[config.mk]
export PLATFORM = sky130hd
export DESIGN_NAME = disk_type_ctrl
export DESIGN_NICKNAME = d
export VERILOG_FILES = /design/src/design/disk_type_pkg.sv /design/src/design/key_sync.sv /design/src/design/disk_type_ctrl.sv
export VERILOG_INCLUDE_DIRS = /design/src /design/src/design
export SDC_FILE = /design/constraint.sdc
export NUM_CORES = 1
export LEC_CHECK = 0
export BUFFER_PORTS_ARGS = -buffer_cell sky130_fd_sc_hd__clkbuf_2
export CAP_MARGIN = 20
export CORE_MARGIN = 8
export CORE_UTILIZATION = 55
export DETAILED_ROUTE_END_ITERATION = 16
export MAX_ROUTING_LAYER = met4
export PLACE_DENSITY = 0.72
export SYNTH_ARGS = -nofsm -noshare
export SYNTH_HDL_FRONTEND = slang
export SYNTH_SLANG_ARGS = --single-unit
[constraint.sdc]
create_clock -name ref_clk -period 3.05 [get_ports ref_clk]
set_clock_uncertainty 0.15 [all_clocks]
set_input_delay 0.61 -clock ref_clk [delete_from_list [all_inputs] [get_ports ref_clk]]
set_output_delay 0.61 -clock ref_clk [all_outputs]
set_load 0.01 [all_outputs]
[src/design/disk_type_defines.svh]
`ifndef DISK_TYPE_DEFINES_SVH
`define DISK_TYPE_DEFINES_SVH
// Disk type codes as entered on the keypad
`define DT_CODE_REMOVABLE 8'h00
`define DT_CODE_LOCAL     8'h01
// Factory default disk type: local
`define DT_RESET_LOCAL    1'b1
// Digit that selects the disk type command
`define DT_CMD_DIGIT      4'h8
// Timing
`define CLK_HZ            200000000
`define PHASE_MS          1000
`define BLINK_MS          250
`define HOLD_MS           1000
`define PHASE_CYC         ((`CLK_HZ / 1000) * `PHASE_MS)
`define BLINK_CYC         ((`CLK_HZ / 1000) * `BLINK_MS)
`define HOLD_CYC          ((`CLK_HZ / 1000) * `HOLD_MS)
`endif

[src/design/disk_type_pkg.sv]
package disk_type_pkg;
    // Debounced-free keypad event bundle, one pulse per press edge
    typedef struct packed {
        logic       keyDn;
        logic       shiftDn;
        logic       digitDn;
        logic [3:0] digit;
    } key_evt_t;
    // LED drive triple
    typedef struct packed {
        logic red;
        logic green;
        logic blue;
    } led_t;
    // Gray codes along select path idle->select->digits->commit
    typedef enum logic [3:0] {
        ST_LOCKED  = 4'h0,
        ST_ADMIN   = 4'h1,
        ST_SELECT  = 4'h3,
        ST_DIGIT2  = 4'h2,
        ST_CONFIRM = 4'h6,
        ST_RESET   = 4'h7,
        ST_QWAIT   = 4'h5,
        ST_SHOW    = 4'h4,
        ST_UNLOCK  = 4'hC
    } dt_state_t;
endpackage : disk_type_pkg

[src/design/key_sync.sv]
`timescale 1ns/1ps
`default_nettype none
// Two-flop sync of raw buttons, then press-edge pulses
module key_sync (
    input  wire logic        ref_clk,
    input  wire logic        rst_n,
    input  wire logic        keyRaw,
    input  wire logic        shiftRaw,
    input  wire logic [9:0]  digitRaw,
    output disk_type_pkg::key_evt_t evt,
    output logic             keyLvl,
    output logic             shiftLvl,
    output logic [9:0]       digitLvl
);
    logic [11:0] meta_ff;
    logic [11:0] sync_ff;
    logic [11:0] prev_ff;
    logic [11:0] rise;
    logic [3:0]  idx;

    // Synchroniser; first stage read only by second
    always_ff @(posedge ref_clk) begin
        if (!rst_n) begin
            meta_ff <= 12'h000;
            sync_ff <= 12'h000;
            prev_ff <= 12'h000;
        end else begin
            meta_ff <= {keyRaw, shiftRaw, digitRaw};
            sync_ff <= meta_ff;
            prev_ff <= sync_ff;
        end
    end

    assign rise = sync_ff & ~prev_ff;
    // Lowest pressed digit wins if several rise together
    always_comb begin
        idx = 4'h0;
        for (int i = 9; i >= 0; i--) begin
            if (rise[i]) begin
                idx = 4'(i);
            end
        end
    end
    assign evt.keyDn   = rise[11];
    assign evt.shiftDn = rise[10];
    assign evt.digitDn = |rise[9:0];
    assign evt.digit   = idx;
    assign keyLvl      = sync_ff[11];
    assign shiftLvl    = sync_ff[10];
    assign digitLvl    = sync_ff[9:0];
endmodule : key_sync
`default_nettype wire

[src/design/disk_type_ctrl.sv]
`timescale 1ns/1ps
`default_nettype none
`include "disk_type_defines.svh"
// Contract
// - Key plus 8 in admin starts selection
// - Two digits 00/01, green-blue keeps blinking; code holds green and blue solid instead
// - Local disk is the default setting
// - Shift commits: solid green, then solid red
// - Changed type erases PINs, key, data
// - After change refuse use until new PIN
// - Disk type commands only in admin state
// - Shift plus 8 then key requests report
// - Removable: all on, off, all on, off
// - Local: all on, green blink, all on
// - Standby red, unlock plus PIN gives green
// - Shift held one second leaves admin
module disk_type_ctrl #(
    parameter int PHASE_CYC = `PHASE_CYC,
    parameter int BLINK_CYC = `BLINK_CYC,
    parameter int HOLD_CYC  = `HOLD_CYC
) (
    input  wire logic       ref_clk,
    input  wire logic       rst_n,
    input  wire logic       keyRaw,
    input  wire logic       shiftRaw,
    input  wire logic [9:0] digitRaw,
    input  wire logic       adminEnter,
    input  wire logic       pinAccept,
    input  wire logic       adminPinSet,
    output logic            ledRed,
    output logic            ledGreen,
    output logic            ledBlue,
    output logic            diskLocal,
    output logic            eraseReq,
    output logic            usable,
    output logic            unlocked
);
    disk_type_pkg::key_evt_t  evt;
    disk_type_pkg::dt_state_t state_ff;
    disk_type_pkg::dt_state_t nxt_state;
    disk_type_pkg::led_t      led;
    logic                     keyLvl;
    logic                     shiftLvl;
    logic [9:0]               digitLvl;
    logic                     isQuery_ff;
    logic [7:0]               code_ff;
    logic [31:0]              tmr_ff;
    logic [31:0]              hold_ff;
    logic [1:0]               phase_ff;
    logic                     needPin_ff;
    logic                     local_ff;
    logic                     holdExit;
    logic                     tmrDone;

    key_sync u_sync (
        .ref_clk  (ref_clk),
        .rst_n    (rst_n),
        .keyRaw   (keyRaw),
        .shiftRaw (shiftRaw),
        .digitRaw (digitRaw),
        .evt      (evt),
        .keyLvl   (keyLvl),
        .shiftLvl (shiftLvl),
        .digitLvl (digitLvl)
    );

    // Is a code one of the two accepted disk types
    function automatic logic codeValid(input logic [7:0] c);
        return (c == `DT_CODE_REMOVABLE) || (c == `DT_CODE_LOCAL);
    endfunction : codeValid

    assign tmrDone  = (tmr_ff == 32'(PHASE_CYC - 1));
    assign holdExit = (hold_ff == 32'(HOLD_CYC - 1));

    // Shift-alone hold counter; any digit press resets it
    always_ff @(posedge ref_clk) begin
        if (!rst_n) begin
            hold_ff <= 32'h0000_0000;
        end else if (state_ff == disk_type_pkg::ST_ADMIN && shiftLvl && digitLvl == 10'h000
                     && !holdExit) begin
            hold_ff <= hold_ff + 32'h0000_0001;
        end else begin
            hold_ff <= 32'h0000_0000;
        end
    end

    // Next state
    always_comb begin
        nxt_state = state_ff;
        case (state_ff)
            disk_type_pkg::ST_LOCKED: begin
                if (!needPin_ff && adminEnter) begin
                    nxt_state = disk_type_pkg::ST_ADMIN;
                end else if (!needPin_ff && pinAccept) begin
                    nxt_state = disk_type_pkg::ST_UNLOCK;
                end
            end
            disk_type_pkg::ST_UNLOCK: begin
                // Admin PIN while unlocked also reaches admin; else no way out
                if (adminEnter) begin
                    nxt_state = disk_type_pkg::ST_ADMIN;
                end
            end
            disk_type_pkg::ST_ADMIN: begin
                if (holdExit) begin
                    nxt_state = disk_type_pkg::ST_LOCKED;
                end else if (evt.digitDn && evt.digit == `DT_CMD_DIGIT && keyLvl) begin
                    nxt_state = disk_type_pkg::ST_SELECT;
                end else if (evt.digitDn && evt.digit == `DT_CMD_DIGIT && shiftLvl) begin
                    nxt_state = disk_type_pkg::ST_QWAIT;
                end
            end
            disk_type_pkg::ST_SELECT: begin
                if (evt.digitDn && !keyLvl) begin
                    nxt_state = disk_type_pkg::ST_DIGIT2;
                end
            end
            disk_type_pkg::ST_DIGIT2: begin
                if (evt.digitDn) begin
                    nxt_state = disk_type_pkg::ST_CONFIRM;
                end
            end
            disk_type_pkg::ST_CONFIRM: begin
                if (evt.shiftDn) begin
                    if (!codeValid(code_ff)) begin
                        nxt_state = disk_type_pkg::ST_ADMIN;
                    end else begin
                        nxt_state = disk_type_pkg::ST_RESET;
                    end
                end
            end
            disk_type_pkg::ST_RESET: begin
                if (tmrDone) begin
                    nxt_state = disk_type_pkg::ST_LOCKED;
                end
            end
            disk_type_pkg::ST_QWAIT: begin
                if (evt.keyDn) begin
                    nxt_state = disk_type_pkg::ST_SHOW;
                end
            end
            disk_type_pkg::ST_SHOW: begin
                if (tmrDone && phase_ff == 2'd3) begin
                    nxt_state = disk_type_pkg::ST_ADMIN;
                end
            end
            default: begin
                nxt_state = disk_type_pkg::ST_LOCKED;
            end
        endcase
    end

    // State register
    always_ff @(posedge ref_clk) begin
        if (!rst_n) begin
            state_ff <= disk_type_pkg::ST_LOCKED;
        end else begin
            state_ff <= nxt_state;
        end
    end

    // Phase timer: one second per phase in report and commit
    always_ff @(posedge ref_clk) begin
        if (!rst_n || state_ff != nxt_state || tmrDone) begin
            tmr_ff <= 32'h0000_0000;
        end else if (state_ff == disk_type_pkg::ST_SHOW
                     || state_ff == disk_type_pkg::ST_RESET) begin
            tmr_ff <= tmr_ff + 32'h0000_0001;
        end
    end

    always_ff @(posedge ref_clk) begin
        if (!rst_n || state_ff != disk_type_pkg::ST_SHOW) begin
            phase_ff <= 2'd0;
        end else if (tmrDone) begin
            phase_ff <= phase_ff + 2'd1;
        end
    end

    // Digit shift register, tens digit first
    always_ff @(posedge ref_clk) begin
        if (!rst_n || state_ff == disk_type_pkg::ST_ADMIN) begin
            code_ff <= 8'hFF;
        end else if (evt.digitDn && ((state_ff == disk_type_pkg::ST_SELECT && !keyLvl)
                     || state_ff == disk_type_pkg::ST_DIGIT2)) begin
            code_ff <= {code_ff[3:0], evt.digit};
        end
    end

    // Setting, erase and PIN lockout; commit only on real change
    always_ff @(posedge ref_clk) begin
        if (!rst_n) begin
            local_ff   <= `DT_RESET_LOCAL;
            needPin_ff <= 1'b0;
            eraseReq   <= 1'b0;
        end else begin
            eraseReq <= 1'b0;
            if (state_ff == disk_type_pkg::ST_CONFIRM && evt.shiftDn && codeValid(code_ff)
                && (code_ff == `DT_CODE_LOCAL) != local_ff) begin
                local_ff   <= (code_ff == `DT_CODE_LOCAL);
                eraseReq   <= 1'b1;
                needPin_ff <= 1'b1;
            end else if (adminPinSet) begin
                needPin_ff <= 1'b0;
            end
        end
    end

    // LED pattern per state
    always_comb begin
        led = '0;
        case (state_ff)
            disk_type_pkg::ST_LOCKED:  led.red = 1'b1;
            disk_type_pkg::ST_UNLOCK:  led.green = 1'b1;
            disk_type_pkg::ST_ADMIN:   led.blue = 1'b1;
            disk_type_pkg::ST_RESET:   led.green = 1'b1;
            disk_type_pkg::ST_SHOW: begin
                if (phase_ff == 2'd0 || phase_ff == 2'd2) begin
                    led = '1;
                end else if (phase_ff == 2'd1 && local_ff) begin
                    led.green = (tmr_ff < 32'(BLINK_CYC));
                end
            end
            default: begin
                led.green = 1'b1;
                led.blue  = 1'b1;
            end
        endcase
    end

    // Registered outputs
    always_ff @(posedge ref_clk) begin
        if (!rst_n) begin
            ledRed    <= 1'b1;
            ledGreen  <= 1'b0;
            ledBlue   <= 1'b0;
            diskLocal <= `DT_RESET_LOCAL;
            usable    <= 1'b0;
            unlocked  <= 1'b0;
        end else begin
            ledRed    <= led.red;
            ledGreen  <= led.green;
            ledBlue   <= led.blue;
            diskLocal <= local_ff;
            usable    <= !needPin_ff;
            unlocked  <= (state_ff == disk_type_pkg::ST_UNLOCK);
        end
    end

    // Committed change always arms erase
    erase_on_change_a: assert property (@(posedge ref_clk) disable iff (!rst_n)
        $changed(local_ff) |-> eraseReq && needPin_ff)
        else $error("disk type changed without erase");
    // Invalid code never commits
    invalid_no_commit_a: assert property (@(posedge ref_clk) disable iff (!rst_n)
        state_ff == disk_type_pkg::ST_CONFIRM && evt.shiftDn && !codeValid(code_ff)
        |=> $stable(local_ff) && !eraseReq)
        else $error("invalid code changed state");
    // Lockout blocks admin entry
    pin_lockout_a: assert property (@(posedge ref_clk) disable iff (!rst_n)
        state_ff == disk_type_pkg::ST_LOCKED && needPin_ff
        |=> state_ff == disk_type_pkg::ST_LOCKED)
        else $error("use allowed before new PIN");
    // Selection only from admin
    select_from_admin_a: assert property (@(posedge ref_clk) disable iff (!rst_n)
        state_ff == disk_type_pkg::ST_SELECT && $past(state_ff) != disk_type_pkg::ST_SELECT
        |-> $past(state_ff) == disk_type_pkg::ST_ADMIN)
        else $error("selection outside admin");
    // Report starts with all LEDs lit
    report_all_on_a: assert property (@(posedge ref_clk) disable iff (!rst_n)
        state_ff == disk_type_pkg::ST_SHOW && phase_ff == 2'd0
        |=> ledRed && ledGreen && ledBlue)
        else $error("report phase not all on");
    // Local report blinks green in the gap
    local_blink_a: assert property (@(posedge ref_clk) disable iff (!rst_n)
        state_ff == disk_type_pkg::ST_SHOW && phase_ff == 2'd1 && local_ff && tmr_ff == 32'h0
        |=> ledGreen && !ledRed && !ledBlue)
        else $error("local blink missing");
    // Commit shows solid green, not red
    commit_green_a: assert property (@(posedge ref_clk) disable iff (!rst_n)
        state_ff == disk_type_pkg::ST_RESET |=> ledGreen && !ledRed)
        else $error("commit not solid green");
    // Long shift hold exits admin
    shift_exit_a: assert property (@(posedge ref_clk) disable iff (!rst_n)
        state_ff == disk_type_pkg::ST_ADMIN && holdExit |=> state_ff == disk_type_pkg::ST_LOCKED)
        else $error("shift hold did not exit");
endmodule : disk_type_ctrl
`default_nettype wire

[Yosys cells after proc, flatten, opt, wreduce, memory -nomap -nowiden]
Index checks and enable logic that the tools add are counted.
Word-level totals
  register bits after elaboration: 123
  input bits: 17
  word-level logic and storage cells: 111
Operators by class
  add/subtract/negate cells: 3
  equal/unequal tests: 18
  $lt $le $gt $ge: 1
  bitwise gates (word level): 2
  mux-type cells: 33
  reductions and logical operators: 37
Operators by type and width (count)
  4-bit two-way mux: 22
  32-bit by 1-bit adder with 32-bit output (second input constant): 2
  32-bit by 28-bit equality test with 1-bit output (second input constant): 2
  4-bit case mux with 9 select lines: 1
  32-bit by 26-bit less-than comparator with 1-bit output (second input constant): 1
  4-bit by 3-bit equality test with 1-bit output (second input constant): 4
  1-bit logical AND: 16
  12-bit AND: 1
  12-bit NOT: 1
  10-bit zero test: 1
  10-bit OR reduction: 1
  4-bit by 2-bit equality test with 1-bit output (second input constant): 2
  4-bit equality test (second input constant): 2
  8-bit by 1-bit equality test with 1-bit output (second input constant): 1
  8-bit zero test: 1
  1-bit logical OR: 8
  1-bit two-way mux: 6
  1-bit case mux with 2 select lines: 3
  2-bit equality test (second input constant): 2
  4-bit by 1-bit equality test with 1-bit output (second input constant): 1
  1-bit zero test: 4
  4-bit zero test: 1
  4-bit by 3-bit inequality test with 1-bit output (second input constant): 1
  4-bit inequality test: 1
  other kinds (9): 9

[Depth between registers and ports, before layout]
Gate-level depths: netlist of the first run.
  depth after elaboration: 22
  mapped depth: 10
  depth with buffers taken out: 8

[Hierarchy]
From an unflattened synthesis of the first run, not the netlist that was laid out.
Unflattened totals
  cells, all modules: 597
  area total of the unflattened synthesis: 5311.3 um2
Modules (own cells, without submodules)
  disk_type_ctrl: cells an instance 491, area each 4176.5 um2, times used 1
  key_sync: cells an instance 106, area each 1134.8 um2, times used 1

[Worst setup path after synthesis of the first run]
OpenSTA, ideal clock, no wires.
  path type: input port to flip-flop
  start point: input port adminEnter
  end point: register tmr_ff[11]
  cell stages on the path: 8
  arrival time: 2.201 ns
  setup slack: 0.583 ns
  setup time: 0.116 ns
  cell sequence: or4b_2 -> nor3_1 -> o32ai_1 -> nand3_1 -> a31oi_1 -> o21ai_2 -> clkbuf_8 -> nor3_2
On the way
  word-level cells in the longest chain between the ends: 6
RTL lines
  start, declared: line disk_type_ctrl.sv:27  | input wire logic adminEnter,
  1-bit logical AND: line disk_type_ctrl.sv:92  | if (!needPin_ff && adminEnter) begin
  4-bit two-way mux: line disk_type_ctrl.sv:92
  4-bit case mux with 9 select lines (*): line disk_type_ctrl.sv:90  | case (state_ff)
  4-bit inequality test (*): line disk_type_ctrl.sv:164  | if (!rst_n || state_ff != nxt_state || tmrDone) begin
  1-bit logical OR (*) (2 in a row): line disk_type_ctrl.sv:164
  end signal, assigned: line disk_type_ctrl.sv:168  | tmr_ff <= tmr_ff + 32'h0000_0001;
  end, declared: line disk_type_ctrl.sv:47  | logic [31:0] tmr_ff;
Mark *: on every way between the ends. The rest lies on a longest branch, timed or not.
A chain may end at the register's enable or synchronous reset.

[Worst setup path after layout of the first run]
  start point: register tmr_ff[29]
  end point: register tmr_ff[9]
On the way
  word-level cells in the longest chain between the ends: 7
RTL lines
  32-bit by 28-bit equality test with 1-bit output (*): line disk_type_ctrl.sv:72  | assign tmrDone = (tmr_ff == 32'(PHASE_CYC - 1));
  1-bit logical AND: line disk_type_ctrl.sv:143  | if (tmrDone && phase_ff == 2'd3) begin
  4-bit two-way mux: line disk_type_ctrl.sv:143
  4-bit case mux with 9 select lines: line disk_type_ctrl.sv:90
  4-bit inequality test: line disk_type_ctrl.sv:164
  1-bit logical OR: line disk_type_ctrl.sv:164
  1-bit logical OR (*): line disk_type_ctrl.sv:164
Marks and branches as above.

==> reports/results.tsv, run 1 <==
metric	value	unit
outcome	completed	
internal-power	3.05	mW
p_sw	1.12	mW
irDropWorstVdd	0.380	mV
min_path_type	input pin to register	
post_drt_wl_per_cell	13.9	um
h-tree-depth	4	
dieWidth	116	um
ys_seq_area_share	44.5	%
synth.net_count	608	
slew_headroom	62.0	%
avgSynthCellArea	9.46	um^2
ys.flop_type	dfxtp_1	
grt_overflow	0	
gp_congestion	0.844	
grt_max_degree	33	
clock-sinks	123	
synth.area.top_cells	dfxtp_1 44%, xor2_1 5.7%, nor3_2 5.6%	
cts_resized	0	
hpwl	7220	um
cts_made_buffers	17	
synth_top_area_share	44.5	%
ys_seq_elements	123	
totalWireLength	10600	um
pin_count	24	
synthSimpleGateAreaFrac	33.1	%
slew_violations	0	
swShare	26.8	%
rows	36	
port_buffers	23	
startpoint_type	register	
grtUsageTotal	17.9	%
hold_violations	0	
worstSetupPathType	register to register	
num_antenna_cells	0	
p_per_area	652	nW/um^2
clockBufferDepth	2	
tritoncts	yes	
root_buffer	clkbuf_8	
area_growth	15.5	%
cts.clk_slew.worst_paths	60	ps
grt_pass1_wl	18700	um
ant_nets	0	
tightestPinTransition	565	ps
synth_fa_ha_area_share	1.36	%
pwr-share-clk	47.8	%
fmax	366	MHz
synth_compound_area_share	6.40	%
vias	4128	
yosys_warnings	0	
firstDrtPassIters	4	
synthTopCellsByCount	123 x dfxtp_1, 59 x nor2_1, 52 x nand2_1, 40 x and2_1, 36 x xor2_1	
design_power_total	4.17	mW
dieArea	13500	um^2
synth_top_family_by_area	simple AND/OR/NAND/NOR gates	
first_global_vias	4229	
synth_cell_type_count	60	
antenna_found_initial	0	
nNetsFinal	641	
drc	0	
async_flop_share	0	%
synthCells	585	
insertion_delay	520	ps
postCtsSetupRepairBufs	0	
layout_worst_path_cycle_share	89.7	%
synth_xor_area_share	9.95	%
end_kind	register	
synth_edf_count	0	
arrival	2980	ps
rsz0062_at_grt	false	
cp_data_required_time	3300	ps
leakage	2.34	nW
seqPwrFrac	40.0	%
coreArea	9770	um^2
dieHeight	116	um
drive_above_1_share	18.5	%
muxShareOfSynthArea	1.27	%
start_util	56.6	%
combinationalPowerShare	12.2	%
finalSetupTns	0	ps
yosysTopAreaCell	dfxtp_1	
hold_buffers	0	
drt_iter0_markers	291	
maxCapViolations	0	
syn_area	5540	um^2
cp_max_fo	10	
viasPerCell	5.40	
finalSetupViolCount	0	
yosysMostFrequentCell	dfxtp_1	
fin_util	65.4	%
fin_crit	2730	ps
through the flow:
step           area (um^2)  hold slack [ps]  std cells  worst slack, ps
2_1_floorplan         5540              262        585              583
3_3_place_gp          5800              266        732              392
3_5_place_dp          5800              269        732              325
4_1_cts               6390              112        764              301
5_1_grt               6390              122        764              157
6_report              6390              138        764              316
worst max-delay path: stages, from the launching register on:
cell,delay [ps]
dfxtp_1,360
or4_1,530
nor2_1,210
nand4b_4,210
mux2i_1,180
a211oi_2,410
xnor2_4,230
buf_4,270
nor3_2,70
placed cells by master (no fill, tap or decap), types with 4 or more instances in the layout:
cell       count
or3_1          5
mux2i_1        7
ha_1           6
a21oi_1        9
o211ai_1       4
xor2_1        36
nor2_1        59
clkbuf_16     16
buf_4         13
and3_1        14
nor2b_1       11
nor3b_1        5
nor4_1         7
inv_1          9
clkbuf_2      23
nand4_1       16
nand3_1       27
dfxtp_1      123
and2_1        40
o21ai_0        4
a31oi_1        5
inv_6          7
nor3_2        31
nand2_1       52
xnor2_1       25
nand2b_1      11
a21o_1         4
nor3_1        12
layer usage:
layer | routed length [um] | part of all wire (%) | track usage (%) | up-vias
li1 | - | - | - | 2075
met1 | 4740 | 45 | 19.3 | 1966
met2 | 5380 | 50 | 30.2 | 69
met3 | 324 | 3.0 | 4.76 | 18
met4 | 203 | 1.9 | 8.12 | 0
met5 | 0 | 0 | - | -
state kept, by name (all words and copies together) (netlist names):
register	flops
code_ff	8
diskLocal	1
eraseReq	1
hold_ff	32
ledBlue	1
ledGreen	1
ledRed	1
local_ff	1
needPin_ff	1
phase_ff	2
state_ff	4
tmr_ff	32
u_sync.meta_ff	12
u_sync.prev_ff	12
u_sync.sync_ff	12
unlocked	1
usable	1
cell type report:
type                            count  area, um^2
Fill cell                         807        3380
Multi-Input combinational cell    430        2900
Sequential cell                   123        2460
Clock buffer                       19         442
Timing Repair Buffer               37         233
Tap cell                          133         166
Clock inverter                     13         153
Inverter                            9        33.8
worst paths after layout:
check	startpoint	endpoint	slack, ps	cells past startpoint
worst min register to register	u_sync.meta_ff[0]	u_sync.sync_ff[0]	280	1
worst min-delay path	adminPinSet	needPin_ff	140	2
worst max register to register	tmr_ff[29]	tmr_ff[9]	320	8
worst max-delay path	tmr_ff[29]	tmr_ff[9]	320	8
power groups by stage:
stage	Combinational, mW	Sequential [mW]	Clock [mW]
after floorplan	0.427	1.69	0
after global placement	0.503	1.70	0
after detailed placement	0.515	1.70	0
after CTS	0.516	1.67	2.04
after global routing	0.559	1.67	2.11
final	0.510	1.67	1.99
kinds of logic after synthesis:
kind of cell               count (synthesis)
AOI/OAI and AO/OA                         46
xor gates and xnor gates                  62
adders and majority gates                  6
buffers and inverters                     32
DFF                                      123
muxes                                      7
and+or+nand+nor                          309
(Power assumes the default switching activity.)
==> run 2: changes to the inputs <==
- ABC_AREA: unset -> 1
- CORE_MARGIN: 8 -> unset
- GPL_ROUTABILITY_DRIVEN: unset -> 0
==> reports/results.tsv, run 2 <==
metric	value	unit	change
finalSetupTns	0	ps	unchanged
nNetsFinal	824		was 641
firstDrtPassIters	5		was 4
synth_top_area_share	44.0	%	was 44.5%
groute.layer.met3.usage	6.64	%	was 4.76%
layout_commonest_cell	nand2_1		was dfxtp_1
async_flop_share	0	%	unchanged
insertion_delay	530	ps	was 520 ps
grt_overflow	0		unchanged
mostFrequentLayoutCells	165 x nand2_1, 130 x inv_1, 123 x dfxtp_1		was 123 x dfxtp_1, 59 x nor2_1, 52 x nand2_1
slew_violations	0		unchanged
cp_data_required_time	3350	ps	was 3300 ps
worstSetupPathType	register to register		unchanged
min_path_type	input pin to register		unchanged
synth_cell_type_count	42		was 60
antenna_found_initial	0		unchanged
drt_iter0_markers	165		was 291
crit_chain	ha_1, nand2_1, nor2_2, nand2_1, nor2_1, nand2_1, nor2_1, nand4_1, nor2_2, nand4_1, nor2_1, nand2_1, o21ai_1, inv_1, nor2_1		was or4_1, nor2_1, nand4b_4, mux2i_1, a211oi_2, xnor2_4, buf_4, nor3_2
yosysTopAreaCell	dfxtp_1		unchanged
synthTopCellsByCount	165 x nand2_1, 130 x inv_1, 123 x dfxtp_1, 105 x nor2_1, 44 x nand3_1		was 123 x dfxtp_1, 59 x nor2_1, 52 x nand2_1, 40 x and2_1, 36 x xor2_1
top_regs	hold_ff: 32 flops, tmr_ff: 32 flops		unchanged
synth_top_family_by_area	simple AND/OR/NAND/NOR gates		unchanged
slew_headroom	65.7	%	was 62.0%
cts_made_buffers	17		unchanged
startpoint_type	register		unchanged
cp_max_fo	4		was 10
first_global_vias	4488		was 4229
maxCapViolations	0		unchanged
arrival	2930	ps	was 2980 ps
port_buffers	23		unchanged
yosysMostFrequentCell	nand2_1		was dfxtp_1
leakage	2.77	nW	was 2.34 nW
muxShareOfSynthArea	0.179	%	was 1.27%
tightestPinTransition	511	ps	was 565 ps
hold_buffers	0		unchanged
synth.area.top_cells	dfxtp_1 44%, nand2_1 11%, inv_1 8.7%		was dfxtp_1 44%, xor2_1 5.7%, nor3_2 5.6%
grt_max_degree	42		was 33
synthSimpleGateAreaFrac	33.0	%	was 33.1%
critPathTopFamily	simple AND/OR/NAND/NOR gates		unchanged
dieWidth	103	um	was 116 um
design_power_total	4.09	mW	was 4.17 mW
ys.flop_type	dfxtp_1		unchanged
preCtsSetupSlack	529	ps	was 325 ps
post_drt_wl_per_cell	11.4	um	was 13.9 um
synth_fa_ha_area_share	1.34	%	was 1.36%
coreArea	9820	um^2	was 9770 um^2
end_kind	register		unchanged
synth_edf_count	0		unchanged
pin_count	24		unchanged
h-tree-depth	4		unchanged
drive_above_1_share	11.1	%	was 18.5%
finalSetupViolCount	0		unchanged
slowest_delay	350	ps	was 530 ps
outcome	completed		unchanged
clock-sinks	123		unchanged
path_buf_inv	1		unchanged
cts_resized	0		unchanged
synth.net_count	791		was 608
hold_violations	0		unchanged
synthCells	768		was 585
dieArea	10600	um^2	was 13500 um^2
hpwl	7880	um	was 7220 um
vias	4733		was 4128
syn_area	5590	um^2	was 5540 um^2
viasPerCell	5.00		was 5.40
yosys_warnings	0		unchanged
met2_usage	40.6	%	was 30.2%
drc	0		unchanged
cts.clk_slew.worst_paths	60	ps	about the same
layout_setup_ws	425	ps	was 316 ps
layout_worst_path_cycle_share	86.1	%	was 89.7%
start_util	57.0	%	was 56.6%
busiest_layer	met2		unchanged
root_buffer	clkbuf_8		unchanged
totalWireLength	10800	um	was 10600 um
p_per_area	631	nW/um^2	was 652 nW/um^2
ant_nets	0		unchanged
irDropWorstVdd	0.472	mV	was 0.380 mV
avgSynthCellArea	7.28	um^2	was 9.46 um^2
clockBufferDepth	2		unchanged
fmax	381	MHz	was 366 MHz
grtUsageTotal	24.0	%	was 17.9%
synth_xor_area_share	5.79	%	was 9.95%
postCtsSetupRepairBufs	0		unchanged
slowest_stage	dfxtp_1		was or4_1
fin_crit	2620	ps	was 2730 ps
dieHeight	103	um	was 116 um
ys_seq_area_share	44.0	%	was 44.5%
gr-usage-met1	25.7	%	was 19.3%
ys_seq_elements	123		unchanged
num_antenna_cells	0		unchanged
area_growth	15.8	%	was 15.5%
rows	36		unchanged
rsz0062_at_grt	false		unchanged
grt_pass1_wl	18800	um	was 18700 um
synth_compound_area_share	5.82	%	was 6.40%
tritoncts	yes		unchanged
## run 2: cell count changes in the layout (fill, tap and decap cells not counted), moves of 11 or more
cell / delta
nand2b_1: -11
inv_1: +121
nor3_1: +13
nand3_1: +17
nor2_1: +46
a21oi_1: +16
and2_1: -40
and3_1: -14
nor2b_1: -11
xnor2_1: -13
nand2_1: +113
nor3_2: -29
xor2_1: -11
## run 2: through the flow
stage | instances | cell area [um^2] | hold WS, ps | util (%)
floorplan | 768 | 5590 | 240 | -
global placement | 915 | 5840 | 243 | 59.5
detailed placement | 915 | 5840 | 248 | 59.5
CTS | 947 | 6480 | 83.8 | 66.0
global route | 947 | 6480 | 96.8 | 66.0
finish | 947 | 6480 | 113 | 66.0
## run 2: routing by layer
layer	vias up	part of all wire, %	wire length [um]
li1	2471	-	-
met5	-	0	0
met3	26	4.2	449
met4	0	2.9	310
met2	80	49	5260
met1	2156	44	4750
## run 2: final cells by class
class	instances	area, um^2
clock buffers	23	477
clock inverters	9	160
fillers	906	3340
inverters	131	492
multi-input cells	502	2580
flip-flops and latches	123	2460
well taps	133	166
repair buffers	26	138
## run 2: cell families after synthesis
logic type	Yosys count
and+or+nand+nor	403
xor gates and xnor gates	37
DFF	123
muxes	1
AOI/OAI and AO/OA	55
adders and majority gates	6
buffers and inverters	143
## run 2: worst paths after layout
| kind | slack, ps | startpoint | to | cells after the start |
|---|---|---|---|---|
| setup reg to reg | 430 | hold_ff[0] | hold_ff[30] | 15 |
| setup / recovery | 430 | hold_ff[0] | hold_ff[30] | 15 |
| hold reg to reg | 260 | u_sync.meta_ff[5] | u_sync.sync_ff[5] | 2 |
| hold / removal | 110 | digitRaw[3] | u_sync.meta_ff[3] | 3 |
## run 2: report_power, final
group,total (mW),switching [mW],internal [mW],leakage [nW]
combinational,0.298,0.205,0.0929,1.47
clock,2.12,0.700,1.42,0.301
sequential,1.67,0.0247,1.65,0.999
total,4.09,0.930,3.16,2.77
## run 2: tightest hold or removal path: cells and delay by family
kind                   cells  cell delay, ps
buffers and inverters      2             110
AND/OR/NAND/NOR            1              40
==> run 3: changes to the inputs <==
- CAP_MARGIN: 20 -> 10
- CELL_PAD_IN_SITES_DETAIL_PLACEMENT: unset -> 0
- CELL_PAD_IN_SITES_GLOBAL_PLACEMENT: unset -> 1
- CORE_UTILIZATION: 55 -> 45
- PLACE_DENSITY: 0.72 -> 0.79
==> reports/results.tsv, run 3 (synthesis gave the netlist of run 2 again) <==
metric	value	unit	change
fin_util	53.8	%	was 66.0%
whs_path_depth	3		unchanged
critPathTopFamily	simple AND/OR/NAND/NOR gates		unchanged
hold_path_end	u_sync.meta_ff[0]		was u_sync.meta_ff[3]
post_drt_wl_per_cell	11.1	um	was 11.4 um
fin_crit	2530	ps	was 2620 ps
timing.rr.start	state_ff[1]		was hold_ff[0]
drive_above_1_share	11.3	%	was 11.1%
mostFrequentLayoutCells	165 x nand2_1, 130 x inv_1, 123 x dfxtp_1		unchanged
start_util	46.4	%	was 57.0%
h-tree-depth	4		unchanged
pin_count	24		unchanged
outcome	completed		unchanged
postCtsSetupRepairBufs	0		unchanged
finalSetupTns	0	ps	unchanged
n_fill_cell	1159		was 906
area_growth	16.0	%	was 15.8%
slew_headroom	62.7	%	was 65.7%
arrival	2680	ps	was 2930 ps
worstSetupPathType	register to register		unchanged
preCtsSetupSlack	535	ps	was 529 ps
firstDrtPassIters	4		was 5
clock-sinks	123		unchanged
cp_data_required_time	3190	ps	was 3350 ps
layout_worst_path_cycle_share	83.1	%	was 86.1%
hp-start	digitRaw[0]		was digitRaw[3]
num_antenna_cells	0		unchanged
layout_setup_ws	516	ps	was 425 ps
irDropWorstVdd	0.433	mV	was 0.472 mV
multiInputGateArea	2580	um^2	unchanged
root_buffer	clkbuf_16		was clkbuf_8
hpwl	7840	um	was 7880 um
whs	218	ps	was 113 ps
dieArea	12900	um^2	was 10600 um^2
r2r_setup_slack	520	ps	was 430 ps
grt_pass1_wl	19200	um	was 18800 um
cts_made_buffers	17		unchanged
design_area	6490	um^2	was 6480 um^2
startpoint_type	register		unchanged
rsz0062_at_grt	false		unchanged
nNetsFinal	825		was 824
tritoncts	yes		unchanged
p_per_area	612	nW/um^2	was 631 nW/um^2
drt_iter0_markers	224		was 165
finalSetupViolCount	0		unchanged
path_buf_inv	1		unchanged
end_kind	register		unchanged
slowest_stage	dfxtp_1		unchanged
cp_max_fo	10		was 4
cts_resized	0		unchanged
grt_max_degree	43		was 42
tightestPinTransition	558	ps	was 511 ps
grt_overflow	0		unchanged
drc	0		unchanged
totalWireLength	10900	um	was 10800 um
rows	40		was 36
fmax	395	MHz	was 381 MHz
vias	4604		was 4733
dieWidth	113	um	was 103 um
dieHeight	113	um	was 103 um
hold_violations	0		unchanged
min_path_type	input pin to register		unchanged
post_dp_cell_area	5890	um^2	was 5840 um^2
r2r-end	tmr_ff[25]		was hold_ff[30]
cts.clk_slew.worst_paths	60	ps	about the same
hold_buffers	0		unchanged
antenna_found_initial	0		unchanged
layout_commonest_cell	nand2_1		unchanged
port_buffers	23		unchanged
slew_violations	0		unchanged
ant_nets	0		unchanged
slowest_delay	490	ps	was 350 ps
grtUsageTotal	19.3	%	was 24.0%
coreArea	12100	um^2	was 9820 um^2
seq_area	2460	um^2	unchanged
clockBufferDepth	2		unchanged
insertion_delay	420	ps	was 530 ps
first_global_vias	4461		was 4488
leakage	2.76	nW	was 2.77 nW
top_regs	hold_ff: 32 flops, tmr_ff: 32 flops		unchanged
viasPerCell	4.68		was 5.00
maxCapViolations	0		unchanged
crit_chain	nand2_1, a21oi_4, inv_2, nor2_2, nand2_2, nor2_4, nand3_2, nor2_4, nand3_2, nor2_2, xor2_1, nor2_1		was ha_1, nand2_1, nor2_2, nand2_1, nor2_1, nand2_1, nor2_1, nand4_1, nor2_2, nand4_1, nor2_1, nand2_1, o21ai_1, inv_1, nor2_1
reg2reg_depth	12		was 15
## run 3: changes by cell type in the layout (fill, tap and decap cells not counted), sizes merged
cell	previous run	this run
clkinv	2	6
inv	131	134
bufinv	4	2
buf	3	4
clkinvlp	3	1
clkbuf	46	43
## run 3: layer usage
metal | share of wire (%) | GRT usage [%] | up-vias
met5 | 0 | - | -
li1 | - | - | 2472
met3 | 3.5 | 5.15 | 17
met2 | 48 | 31.7 | 67
met4 | 1.6 | 9.56 | 0
met1 | 47 | 21.8 | 2048
## run 3: layout make-up
| type | count | share of cell area [%] |
|---|---|---|
| timing repair buffer | 27 | 2.24 |
| clock inverter | 12 | 2.14 |
| multi-input combinational | 502 | 39.8 |
| clock buffer | 20 | 7.04 |
| sequential | 123 | 38.0 |
| tap | 168 | 3.24 |
| inverter | 131 | 7.58 |
## run 3: worst max-delay path by stage
| stage | cells after the start | start | to | slack, ps |
|---|---|---|---|---|
| finish | 12 | state_ff[1] | tmr_ff[25] | 520 |
| floorplan | 15 | hold_ff[0] | hold_ff[30] | 900 |
| CTS | 12 | state_ff[1] | tmr_ff[25] | 500 |
| global placement | 12 | state_ff[1] | tmr_ff[25] | 580 |
| detailed placement | 12 | state_ff[1] | tmr_ff[25] | 530 |
| global route | 15 | hold_ff[0] | hold_ff[30] | 170 |
## run 3: where the power goes
part / total [mW] / internal (mW) / switching [mW]
sequential: 1.68 / 1.65 / 0.0267
combinational: 0.298 / 0.0937 / 0.205
clock: 1.99 / 1.25 / 0.739
## run 3: tightest hold or removal path, stage by stage
cell and delay [ps]:
clkbuf_2 70, nand2_1 40, inv_1 40
## run 3: metrics by stage
stage	total power, mW	std cells
after detailed placement	2.01	951
after CTS	4.03	983
after global routing	4.14	983
after global placement	2.00	951
final	3.97	983
after floorplan	1.92	768
